[config.mk]
export PLATFORM = sky130hd
export DESIGN_NAME = scp_ctrl_port
export DESIGN_NICKNAME = d
export VERILOG_FILES = /design/src/scp_pkg.sv /design/src/scp_ctrl_port.sv /design/src/scp_edge.sv /design/src/scp_sync.sv
export SDC_FILE = /design/constraint.sdc
export NUM_CORES = 1
export LEC_CHECK = 0
export BUFFER_PORTS_ARGS = -buffer_cell sky130_fd_sc_hd__buf_2
export CORE_MARGIN = 1
export CORE_UTILIZATION = 34
export DETAILED_ROUTE_END_ITERATION = 12
export SYNTH_ARGS = -nofsm -noshare
export SYNTH_HDL_FRONTEND = slang
export SYNTH_SLANG_ARGS = --single-unit
[constraint.sdc]
create_clock -name I_CLK -period 6.8 [get_ports I_CLK]
set_input_delay 1.02 -clock I_CLK [delete_from_list [all_inputs] [get_ports I_CLK]]
set_output_delay 1.02 -clock I_CLK [all_outputs]
set_load 0.05 [all_outputs]
[src/scp_pkg.sv]
// Shared constants, types and address decode for the serial control port
package scp_pkg;
	localparam int WORD_BITS = 24;
	localparam int ADDR_BITS = 7;
	localparam int DATA_BITS = 16;
	localparam int PROT_REGS = 7;
	localparam logic [4:0] ADDR_LAST_CNT = 5'h07;
	localparam logic [4:0] WORD_FULL_CNT = 5'h18;
	// Register addresses as printed; the word carries only the low seven bits
	localparam logic [7:0] ADDR_PART_ID = 8'h00;
	localparam logic [7:0] ADDR_DEV_INFO = 8'h01;
	localparam logic [7:0] ADDR_MASK_REVISION = 8'h02;
	localparam logic [7:0] ADDR_WDOG_CTRL = 8'h03;
	localparam logic [7:0] ADDR_SYS_CTRL = 8'h04;
	localparam logic [7:0] ADDR_IFC_CTRL = 8'h06;
	localparam logic [7:0] ADDR_PWR_CTRL = 8'h0c;
	localparam logic [7:0] ADDR_CHG_CTRL0 = 8'ha8;
	localparam logic [7:0] ADDR_CHG_CTRL1 = 8'ha9;
	localparam logic [7:0] ADDR_CHG_CTRL2 = 8'haa;
	localparam logic [7:0] ADDR_UNLOCK_KEY = 8'hdb;
	localparam logic [2:0] IDX_IFC_CTRL = 3'h2;
	localparam logic [15:0] UNLOCK_VALUE = 16'h0013;
	localparam logic [15:0] UNLOCK_KEY_RESET = 16'h0000;
	localparam logic [15:0] PROT_RESET = 16'h0000;
	localparam logic [15:0] IFC_CTRL_RESET = 16'h0002;
	localparam int IFC_WIRE_MODE_BIT = 1;
	localparam int IFC_SEP_OUT_BIT = 2;
	localparam int IFC_OPEN_DRAIN_BIT = 3;
	localparam int FUNC_REV_LSB = 12;
	localparam int CONFIG_PIN_LSB = 10;
	localparam logic [4:0] SYNC_RESET = 5'h02;

	typedef struct packed {
		logic rnw;
		logic [ADDR_BITS-1:0] addr;
		logic [DATA_BITS-1:0] data;
	} scp_word_t;

	typedef struct packed {
		logic hit;
		logic [2:0] idx;
	} scp_prot_sel_t;

	// Maps a word address onto the write-locked storage slots
	function automatic scp_prot_sel_t scp_prot_lookup(input logic [ADDR_BITS-1:0] addr);
		scp_prot_sel_t sel;
		sel = '{hit: 1'b1, idx: 3'h0};
		case (addr)
			ADDR_WDOG_CTRL[6:0]: sel.idx = 3'h0;
			ADDR_SYS_CTRL[6:0]: sel.idx = 3'h1;
			ADDR_IFC_CTRL[6:0]: sel.idx = IDX_IFC_CTRL;
			ADDR_PWR_CTRL[6:0]: sel.idx = 3'h3;
			ADDR_CHG_CTRL0[6:0]: sel.idx = 3'h4;
			ADDR_CHG_CTRL1[6:0]: sel.idx = 3'h5;
			ADDR_CHG_CTRL2[6:0]: sel.idx = 3'h6;
			default: sel.hit = 1'b0;
		endcase
		return sel;
	endfunction
endpackage

[src/scp_ctrl_port.sv]
// Serial control port: 3-/4-wire word receiver, readback and register locking
`timescale 1ns/1ps
`default_nettype none
// Summary of operation
// - Wire select 1, separate select 0: 3-wire
// - Word is rnw, 7 address, 16 data
// - Sample data on each serial clock rise
// - Chip select rise latches last 24 bits
// - Host sends address, device returns read data
// - Logic one on shared line is released
// - Both selects 1: 4-wire, dedicated output
// - Idle dedicated output: low or undriven
// - 4-wire read ignores data after address
// - Watchdog and system registers locked by default
// - Charger registers share the same lock
// - Writes to locked registers allowed only while key holds 0013h
// - Address 00h reads fixed part code
// - Address 01h reads revision and config pins
module scp_ctrl_port import scp_pkg::*; #(
	// Identity values are arbitrary
	parameter logic [15:0] PART_ID = 16'h5a5a,
	parameter logic [3:0] FUNCTIONAL_REVISION = 4'h1,
	parameter logic [7:0] REVISION_NUMBER = 8'h01,
	parameter logic [7:0] ROM_MASK_ID = 8'h01
) (
	input wire logic I_CLK,
	input wire logic I_RST_B,
	input wire logic I_SERIAL_CLK,
	input wire logic I_CHIP_SELECT_N,
	input wire logic I_SHARED_SERIAL_DATA,
	input wire logic [1:0] I_CONFIG_PIN_STATE,
	output logic O_SHARED_SERIAL_DATA,
	output logic O_SHARED_SERIAL_DATA_OE_N,
	output logic O_DEDICATED_SERIAL_OUTPUT,
	output logic O_DEDICATED_SERIAL_OUTPUT_OE_N,
	output logic O_SOFT_RESET_TRIGGER
);
	logic [4:0] sync_raw;
	logic [4:0] sync_s;
	logic sclk_s;
	logic cs_n_s;
	logic shared_serial_data_s;
	logic [1:0] conf_s;
	logic sclk_rise;
	logic sclk_fall;
	logic cs_rise;

	assign sync_raw = {I_CONFIG_PIN_STATE, I_SHARED_SERIAL_DATA, I_CHIP_SELECT_N, I_SERIAL_CLK};
	assign sclk_s = sync_s[0];
	assign cs_n_s = sync_s[1];
	assign shared_serial_data_s = sync_s[2];
	assign conf_s = sync_s[4:3];

	scp_sync #(
		.WIDTH(5),
		.RESET_VAL(SYNC_RESET)
	) u_sync (
		.i_clk(I_CLK),
		.i_rst_b(I_RST_B),
		.i_async(sync_raw),
		.o_sync(sync_s)
	);

	scp_edge #(
		.RESET_VAL(1'b0)
	) u_sclk_edge (
		.i_clk(I_CLK),
		.i_rst_b(I_RST_B),
		.i_level(sclk_s),
		.o_rise(sclk_rise),
		.o_fall(sclk_fall)
	);

	scp_edge #(
		.RESET_VAL(1'b1)
	) u_cs_edge (
		.i_clk(I_CLK),
		.i_rst_b(I_RST_B),
		.i_level(cs_n_s),
		.o_rise(cs_rise),
		.o_fall()
	);

	// Register storage
	logic [DATA_BITS-1:0] prot_q [PROT_REGS];
	logic [DATA_BITS-1:0] key_q;
	logic soft_rst_q;

	// Serial engine state
	logic [WORD_BITS-1:0] shift_q;
	logic [4:0] cnt_q;
	logic rd_q;
	logic [DATA_BITS-1:0] tx_q;
	logic [DATA_BITS-1:0] vld_q;
	logic bit_q;
	logic drv_q;
	logic sd_oe_n_q;
	logic dedicated_serial_output_q;
	logic dedicated_serial_output_oe_n_q;

	// Mode decode
	logic wire_mode_select;
	logic separate_output_select;
	logic open_drain_select;
	logic mode3;
	logic mode4;
	assign wire_mode_select = prot_q[IDX_IFC_CTRL][IFC_WIRE_MODE_BIT];
	assign separate_output_select = prot_q[IDX_IFC_CTRL][IFC_SEP_OUT_BIT];
	assign open_drain_select = prot_q[IDX_IFC_CTRL][IFC_OPEN_DRAIN_BIT];
	assign mode3 = wire_mode_select & ~separate_output_select;
	assign mode4 = wire_mode_select & separate_output_select;

	// Receive path
	logic take;
	logic in_bit;
	logic addr_done;
	logic rd_start;
	logic [ADDR_BITS-1:0] rd_addr;
	assign take = sclk_rise & ~cs_n_s & wire_mode_select;
	// Data pin ignored in 4-wire read
	assign in_bit = (mode4 & rd_q) ? 1'b0 : shared_serial_data_s;
	assign addr_done = take & (cnt_q == ADDR_LAST_CNT);
	assign rd_start = addr_done & shift_q[ADDR_BITS-1];
	assign rd_addr = {shift_q[ADDR_BITS-2:0], in_bit};

	// Latched word and write decode
	scp_word_t word_w;
	scp_prot_sel_t wsel;
	scp_prot_sel_t rsel;
	logic latch;
	logic wr;
	logic unlocked;
	assign word_w = scp_word_t'(shift_q);
	// Complete word only on select rise
	assign latch = cs_rise & (cnt_q == WORD_FULL_CNT) & wire_mode_select;
	assign wr = latch & ~word_w.rnw;
	assign wsel = scp_prot_lookup(word_w.addr);
	assign rsel = scp_prot_lookup(rd_addr);
	assign unlocked = (key_q == UNLOCK_VALUE);

	// Read data selection
	logic [DATA_BITS-1:0] info_word;
	logic [DATA_BITS-1:0] rd_data;
	assign info_word = {FUNCTIONAL_REVISION, conf_s, 2'b00, REVISION_NUMBER};
	// Fixed part code at address 00h
	assign rd_data = (rd_addr == ADDR_PART_ID[6:0]) ? PART_ID :
		(rd_addr == ADDR_DEV_INFO[6:0]) ? info_word :
		(rd_addr == ADDR_MASK_REVISION[6:0]) ? {8'h00, ROM_MASK_ID} :
		(rd_addr == ADDR_UNLOCK_KEY[6:0]) ? key_q :
		rsel.hit ? prot_q[rsel.idx] : 16'h0000;

	// Shift register and bit count
	always_ff @(posedge I_CLK or negedge I_RST_B) begin
		if (!I_RST_B) begin
			shift_q <= '0;
			cnt_q <= 5'h00;
		end else if (cs_n_s) begin
			cnt_q <= 5'h00;
		end else if (take) begin
			shift_q <= {shift_q[WORD_BITS-2:0], in_bit};
			cnt_q <= (cnt_q == WORD_FULL_CNT) ? cnt_q : cnt_q + 5'h01;
		end
	end

	// Readback shifter; bits change on clock fall so the host samples on rise
	always_ff @(posedge I_CLK or negedge I_RST_B) begin
		if (!I_RST_B) begin
			rd_q <= 1'b0;
			tx_q <= '0;
			vld_q <= '0;
			bit_q <= 1'b1;
			drv_q <= 1'b0;
		end else if (cs_n_s) begin
			rd_q <= 1'b0;
			bit_q <= 1'b1;
			drv_q <= 1'b0;
		end else if (rd_start) begin
			rd_q <= 1'b1;
			tx_q <= rd_data;
			vld_q <= '1;
		end else if (sclk_fall & rd_q) begin
			bit_q <= tx_q[DATA_BITS-1];
			drv_q <= vld_q[DATA_BITS-1];
			tx_q <= {tx_q[DATA_BITS-2:0], 1'b1};
			vld_q <= {vld_q[DATA_BITS-2:0], 1'b0};
		end
	end

	// Pin drive; a one is never driven onto the shared line
	logic sd_oe_n_d;
	logic dedicated_serial_output_d;
	logic dedicated_serial_output_oe_n_d;
	logic sending;
	assign sending = drv_q & ~cs_n_s;
	assign sd_oe_n_d = ~(mode3 & sending & ~bit_q);
	// CMOS idles low, open drain idles released
	assign dedicated_serial_output_d = ~open_drain_select & sending & bit_q;
	assign dedicated_serial_output_oe_n_d = ~mode4 | (open_drain_select & ~(sending & ~bit_q));

	always_ff @(posedge I_CLK or negedge I_RST_B) begin
		if (!I_RST_B) begin
			sd_oe_n_q <= 1'b1;
			dedicated_serial_output_q <= 1'b0;
			dedicated_serial_output_oe_n_q <= 1'b1;
		end else begin
			sd_oe_n_q <= sd_oe_n_d;
			dedicated_serial_output_q <= dedicated_serial_output_d;
			dedicated_serial_output_oe_n_q <= dedicated_serial_output_oe_n_d;
		end
	end

	assign O_SHARED_SERIAL_DATA = 1'b0;
	assign O_SHARED_SERIAL_DATA_OE_N = sd_oe_n_q;
	assign O_DEDICATED_SERIAL_OUTPUT = dedicated_serial_output_q;
	assign O_DEDICATED_SERIAL_OUTPUT_OE_N = dedicated_serial_output_oe_n_q;
	assign O_SOFT_RESET_TRIGGER = soft_rst_q;

	// Register writes; the interface control word keeps the port alive after reset
	always_ff @(posedge I_CLK or negedge I_RST_B) begin
		if (!I_RST_B) begin
			for (int i = 0; i < PROT_REGS; i++) begin
				prot_q[i] <= (i == int'(IDX_IFC_CTRL)) ? IFC_CTRL_RESET : PROT_RESET;
			end
		end else if (wr & wsel.hit & unlocked) begin
			prot_q[wsel.idx] <= word_w.data;
		end
	end

	always_ff @(posedge I_CLK or negedge I_RST_B) begin
		if (!I_RST_B) begin
			key_q <= UNLOCK_KEY_RESET;
			soft_rst_q <= 1'b0;
		end else begin
			if (wr & (word_w.addr == ADDR_UNLOCK_KEY[6:0])) begin
				key_q <= word_w.data;
			end
			soft_rst_q <= wr & (word_w.addr == ADDR_PART_ID[6:0]);
		end
	end
endmodule
`default_nettype wire

[src/scp_edge.sv]
// Edge detector on a synchronised level
`timescale 1ns/1ps
`default_nettype none
module scp_edge #(
	parameter logic RESET_VAL = 1'b0
) (
	input wire logic i_clk,
	input wire logic i_rst_b,
	input wire logic i_level,
	output logic o_rise,
	output logic o_fall
);
	logic prev_q;

	always_ff @(posedge i_clk or negedge i_rst_b) begin
		if (!i_rst_b) begin
			prev_q <= RESET_VAL;
		end else begin
			prev_q <= i_level;
		end
	end

	assign o_rise = i_level & ~prev_q;
	assign o_fall = ~i_level & prev_q;
endmodule
`default_nettype wire

[src/scp_sync.sv]
// Two-flop synchroniser for pin inputs
`timescale 1ns/1ps
`default_nettype none
module scp_sync #(
	parameter int WIDTH = 1,
	parameter logic [WIDTH-1:0] RESET_VAL = '0
) (
	input wire logic i_clk,
	input wire logic i_rst_b,
	input wire logic [WIDTH-1:0] i_async,
	output logic [WIDTH-1:0] o_sync
);
	logic [WIDTH-1:0] meta_q;

	// First stage feeds the second stage only
	always_ff @(posedge i_clk or negedge i_rst_b) begin
		if (!i_rst_b) begin
			meta_q <= RESET_VAL;
			o_sync <= RESET_VAL;
		end else begin
			meta_q <= i_async;
			o_sync <= meta_q;
		end
	end
endmodule
`default_nettype wire

==> results of run 1 <==
sequential cells by signal (all words and copies together), names as in the netlist:
register,flops
O_DEDICATED_SERIAL_OUTPUT,1
O_DEDICATED_SERIAL_OUTPUT_OE_N,1
O_SHARED_SERIAL_DATA_OE_N,1
O_SOFT_RESET_TRIGGER,1
bit_q,1
cnt_q,5
drv_q,1
key_q,16
open_drain_select,1
prot_q,111
rd_q,1
shift_q,24
tx_q,16
u_cs_edge.prev_q,1
u_sclk_edge.prev_q,1
u_sync.meta_q,5
u_sync.o_sync,5
vld_q,16
layout make-up:
class	count	area (um^2)
fillers	2614	16600
flip-flops and latches	208	5210
multi-input cells	517	4060
clock buffers	32	689
well taps	372	465
repair buffers	19	126
clock inverters	9	113
inverters	10	37.5
cell usage in the layout (no fill, tap or decap), types with 7 or more instances in the layout:
cell type / n
dfrtp_1: 201
mux2_2: 132
nand2_1: 89
a21oi_1: 46
o21ai_0: 30
clkbuf_16: 23
mux2_4: 20
nor2_1: 18
o22a_1: 15
nand3_1: 15
mux2i_1: 15
and3_1: 11
inv_1: 10
a31o_2: 9
clkbuf_8: 9
buf_2: 9
buf_4: 9
a311oi_1: 8
dfstp_2: 7
a21o_1: 7
worst max-delay path by stage:
stage,slack [ns],to,cells past startpoint,startpoint
CTS,3.53,tx_q[11]$_DFFE_PN0P_,6,prot_q[65]$_DFFE_PN1P_
finish,3.53,tx_q[11]$_DFFE_PN0P_,6,prot_q[65]$_DFFE_PN1P_
global route,3.27,tx_q[11]$_DFFE_PN0P_,6,prot_q[65]$_DFFE_PN1P_
global placement,3.61,tx_q[11]$_DFFE_PN0P_,6,prot_q[65]$_DFFE_PN1P_
detailed placement,3.53,tx_q[11]$_DFFE_PN0P_,6,prot_q[65]$_DFFE_PN1P_
floorplan,4.48,key_q[10]$_DFFE_PN0P_,6,u_sync.o_sync[1]$_DFF_PN1_
worst max-delay path, cell delays in order (launching register included):
cell      delay [ns]
dfstp_2         0.60
and4bb_2        0.80
and4_1          0.80
o31ai_2         0.35
a221oi_1        0.27
o21ai_0         0.12
a31o_2          0.22
stage by stage:
| stage | std cells | utilization | worst slack [ns] |
|---|---|---|---|
| floorplan | 793 | - | 4.48 |
| global placement | 1126 | 0.363 | 3.61 |
| detailed placement | 1126 | 0.363 | 3.53 |
| CTS | 1167 | 0.393 | 3.53 |
| global route | 1167 | 0.393 | 3.27 |
| finish | 1167 | 0.393 | 3.53 |
kinds of logic (layout without fill, tap and decap cells):
logic type / count (synthesis) / in the layout
flip-flops: 208 / 208
AND/OR/NAND/NOR: 189 / 189
multiplexers: 167 / 167
AO/OA/AOI/OAI: 151 / 151
buffers and inverters: 68 / 70
XOR/XNOR: 7 / 7
adder cells (fa/ha/maj): 2 / 2
other: 1 / 1
where the power goes:
group	internal, mW	switching (mW)	leakage, nW
sequential	1.24	0.00314	2.86
clock	0.785	0.518	0.384
combinational	0.00396	0.0278	1.75
routing by layer:
layer | vias to the layer above | global-route usage | routed length [um]
met2 | 136 | 0.245 | 10100
met1 | 3224 | 0.234 | 10900
li1 | 2830 | - | -
met4 | 0 | 0.0372 | 382
met5 | - | 0 | 0
met3 | 29 | 0.0219 | 899
==> flow_metrics.env, run 1 <==
export IMPL_port_buffers=10
export IMPL_nets=788
export IMPL_leakage_nw=5.00
export IMPL_drc_errors=0
export IMPL_synthXorXnorAreaFrac=0.00642
export IMPL_grt_use_total=0.159
export IMPL_syn_avg_cell_area_um2=12.0
export IMPL_synth_top_family_by_area="multiplexers"
export IMPL_cts_max_level=1
export IMPL_clk_pin_slew_worst_paths_ns=0.06
export IMPL_skew_ns=0.0296
export IMPL_min_from="u_sync.meta_q[2]$_DFF_PN0_"
export IMPL_seq_area_frac_synth=0.546
export IMPL_placed_cell_area_mm2=0.00990
export IMPL_cp_end_kind="flop"
export IMPL_hold_buffers=0
export IMPL_outcome="completed"
export IMPL_synthTopCellsByArea="dfrtp_1 53%, mux2_2 16%, nand2_1 3.5%"
export IMPL_hold_viol=0
export IMPL_routed_wl_um=22200
export IMPL_synth_common_cells="201 x dfrtp_1, 132 x mux2_2, 89 x nand2_1"
export IMPL_synth_top_area_frac=0.527
export IMPL_vdd_drop_max_uv=144
export IMPL_final_antenna_net_count=0
export IMPL_worstHoldPathType="flop to flop"
export IMPL_dr_pass1_iters=5
export IMPL_ys_warn_count=0
export IMPL_synth_simple_area_share=0.105
export IMPL_rsz0062_at_grt="no"
export IMPL_via_count=6219
export IMPL_max_slew_worst_pin_slew_ns=1.14
export IMPL_cts_tree="built"
export IMPL_synth_most_common_cell="dfrtp_1"
export IMPL_die_y_um=170
export IMPL_r2r_end="tx_q[11]$_DFFE_PN0P_"
export IMPL_cts_sinks=208
export IMPL_drive_gt1_frac=0.313
export IMPL_n_antenna_cell=0
export IMPL_routed_via_density=5.33
export IMPL_synthToLayoutAreaGrowth_pct=12.1
export IMPL_post_cts_buffers=0
export IMPL_critPathArrivalTime_ns=3.69
export IMPL_cp_start_kind="flop"
export IMPL_synthMuxAreaShare=0.203
export IMPL_wl_per_cell_um=19.1
export IMPL_synth_compound_area_frac=0.105
export IMPL_whs_ns=0.348
export IMPL_max_freq_mhz=306
export IMPL_path_class="flop to flop"
export IMPL_antenna_found_initial=0
export IMPL_fin_crit_sh=0.481
export IMPL_first_global_vias=6106
export IMPL_maxSlewViolCount=0
export IMPL_synthAdderAreaFrac=0.00262
export IMPL_tns_ns=0
export IMPL_cts_made_buffers=23
export IMPL_grt_pass1_wl_um=35800
export IMPL_min_period_ns=3.27
export IMPL_die_w_um=170
export IMPL_gp_congestion=0.833
export IMPL_timing_rr_start="prot_q[65]$_DFFE_PN1P_"
export IMPL_boundaryPins=12
export IMPL_cp_max_fo=31
export IMPL_drtIter0Drc=512
export IMPL_power_mw=2.58
export IMPL_syn_num_nets=802
export IMPL_hold_depth=0
export IMPL_final_area_mm2=0.0107
export IMPL_clockBufferDepth=3
export IMPL_die_area_mm2=0.0288
export IMPL_overflow=0
export IMPL_reg2regPathDepth=6
export IMPL_synth_edf_count=0
export IMPL_start_util=0.350
export IMPL_worstHoldEndpoint="u_sync.o_sync[2]$_DFF_PN0_"
export IMPL_relSlewSlack=0.235
export IMPL_coreArea_mm2=0.0273
export IMPL_synth_cells=793
export IMPL_cts_resized=0
export IMPL_netlist_area_mm2=0.00955
export IMPL_finalSetupViolCount=0
export IMPL_insertion_delay_ns=0.52
export IMPL_powerDensity_mw_per_mm2=241
export IMPL_synth_cell_types=65
export IMPL_synthFlopType="dfrtp_1"
export IMPL_synth_seq_cells=208
export IMPL_ys_async_sr_fraction=1.00
export IMPL_synth_largest_area_cell="dfrtp_1"
export IMPL_num_rows=60
export IMPL_hpwl_um=13700
export IMPL_maxCapViolCount=0
export IMPL_reg2reg_setup_slack_ns=3.53
export IMPL_cp_required_ns=7.21
export IMPL_clockRootBuffer="clkbuf_16"
export IMPL_grt_max_degree=78
(Power assumes the default switching activity.)
==> run 2, diff against run 1 <==
Clock period 6.8 ns to 3.3 ns, I/O delays scaled along.
==> run 2 against run 1 <==
Compared with the run above: die area unchanged; design area increased by 1.7%; clock power increased by 100%; the flow now finishes with violations (hold timing).
==> flow_metrics.env, run 2 (synthesis results as in run 1) <==
export IMPL_worstHoldPathType="input pin to asynchronous set/reset pin"
export IMPL_gp_congestion=0.857
export IMPL_nets=810
export IMPL_final_common_cell="dfrtp_1"
export IMPL_rsz0062_at_grt="no"
export IMPL_layout_cells_non_filler=1189
export IMPL_cp_end_kind="flop"
export IMPL_reg_largest_list="prot_q x111, shift_q x24"
export IMPL_cts_sinks=208
export IMPL_overflow=0
export IMPL_fin_crit_sh=0.791
export IMPL_cp_required_ns=3.70
export IMPL_drc_errors=0
export IMPL_cts_made_buffers=22
export IMPL_leakage_nw=5.11
export IMPL_pwr_share_seq=0.486
export IMPL_die_y_um=170
export IMPL_whs_ns=-0.0000333
export IMPL_hpwl_um=14700
export IMPL_num_rows=60
export IMPL_skew_ns=0.0109
export IMPL_largest_reg_flops=111
export IMPL_tns_ns=0
export IMPL_placedCellCount=1149
export IMPL_synthToLayoutAreaGrowth_pct=13.9
export IMPL_timing_rr_start="shift_q[5]$_DFFE_PN0P_"
export IMPL_grt_use_total=0.169
export IMPL_routed_wl_um=23600
export IMPL_post_cts_buffers=0
export IMPL_drtIter0Drc=628
export IMPL_maxSlewViolCount=0
export IMPL_routed_via_density=5.35
export IMPL_cp_max_fo=13
export IMPL_clockRootBuffer="clkbuf_16"
export IMPL_via_count=6358
export IMPL_top_register="prot_q"
export IMPL_coreArea_mm2=0.0273
export IMPL_grt_max_degree=72
export IMPL_max_freq_mhz=383
export IMPL_boundaryPins=12
export IMPL_final_area_mm2=0.0109
export IMPL_first_global_vias=6509
export IMPL_cp_start_kind="flop"
export IMPL_relSlewSlack=0.445
export IMPL_insertion_delay_ns=0.51
export IMPL_p_switching_mw=1.09
export IMPL_critPathArrivalTime_ns=3.01
export IMPL_p_int_mw=4.18
export IMPL_final_cell_mix="201 x dfrtp_1, 132 x mux2_2, 89 x nand2_1"
export IMPL_violations="hold timing"
export IMPL_final_antenna_net_count=0
export IMPL_switching_share=0.207
export IMPL_cts_tree="built"
export IMPL_maxCapViolCount=0
export IMPL_clockBufferDepth=3
export IMPL_min_period_ns=2.61
export IMPL_p_comb_frac=0.014
export IMPL_port_buffers=10
export IMPL_finalSetupViolCount=0
export IMPL_die_area_mm2=0.0288
export IMPL_drive_gt1_frac=0.326
export IMPL_wl_per_cell_um=19.9
export IMPL_hold_buffers=0
export IMPL_cts_resized=0
export IMPL_max_slew_worst_pin_slew_ns=0.827
export IMPL_vdd_drop_max_uv=262
export IMPL_path_class="flop to flop"
export IMPL_powerDensity_mw_per_mm2=485
export IMPL_cts_max_level=1
export IMPL_start_util=0.350
export IMPL_reg2regPathDepth=8
export IMPL_clk_pin_slew_worst_paths_ns=0.06
export IMPL_clkPwrFrac=0.500
export IMPL_grt_pass1_wl_um=38100
export IMPL_die_w_um=170
export IMPL_cp_startpoint="shift_q[5]$_DFFE_PN0P_"
export IMPL_hold_viol=1
export IMPL_fillers=2620
export IMPL_n_antenna_cell=0
export IMPL_placed_cell_area_mm2=0.0101
export IMPL_outcome="finished, violations left"
export IMPL_antenna_found_initial=0
export IMPL_dr_pass1_iters=6
## run 2: cell count changes in the layout (fill, tap and decap cells not counted), sizes merged
cell / previous run / this run
buf: 18 / 41
clkbuf: 33 / 36
clkinvlp: 4 / 1
inv: 11 / 10
## run 2: power by group through the flow
stage	logic, mW	registers (mW)	clock network, mW
after detailed placement	0.0797	2.61	0
after global routing	0.0890	2.56	2.79
after global placement	0.0798	2.61	0
after CTS	0.0799	2.56	2.69
final	0.0759	2.56	2.64
after floorplan	0.0107	2.61	0
## run 2: area by class of cell
class	count	area, um^2	area share
Clock inverter	5	77.6	0.00713
Multi-Input combinational cell	517	4050	0.372
Timing Repair Buffer	42	337	0.0309
Tap cell	372	465	0.0428
Clock buffer	35	701	0.0644
Inverter	10	37.5	0.00345
Sequential cell	208	5210	0.479
## run 2: worst max-delay path, cell delays in order, from the launching register on
cell	delay, ns
dfrtp_1	0.52
buf_4	0.22
nor2_1	0.25
o21ai_1	0.36
or2_2	0.41
buf_4	0.23
mux2i_1	0.17
o21ai_0	0.10
a31o_2	0.24
## run 2: path summary, 6_finish.rpt
| path | end | slack [ns] |
|---|---|---|
| setup reg to reg | tx_q[10]$_DFFE_PN0P_ | 0.69 |
| hold / removal | vld_q[15]$_DFFE_PN0P_ | -0.00003 |
| max in group asynchronous | bit_q$_DFFE_PN1P_ | 2.50 |
| setup / recovery | tx_q[10]$_DFFE_PN0P_ | 0.69 |
| hold reg to reg | u_sync.o_sync[2]$_DFF_PN0_ | 0.34 |
| min in group I_CLK | u_sync.meta_q[1]$_DFF_PN1_ | 0.09 |
## run 2: metal layers
metal,GRT usage,vias up,wire length (um)
li1,-,2859,-
met2,0.262,180,10500
met5,0,-,0
met4,0.0443,0,566
met3,0.0222,46,1040
met1,0.248,3273,11500
## run 2: per-stage QoR
step | utilization | power [mW] | setup WS (ns) | hold WS, ns
floorplan | - | 2.62 | 0.985 | 0.199
global placement | 0.371 | 2.69 | 0.546 | 0.342
detailed placement | 0.371 | 2.69 | 0.442 | 0.340
CTS | 0.399 | 5.33 | 0.439 | 0.0276
global route | 0.399 | 5.44 | 0.515 | 0.0480
finish | 0.399 | 5.28 | 0.689 | -0.0000333
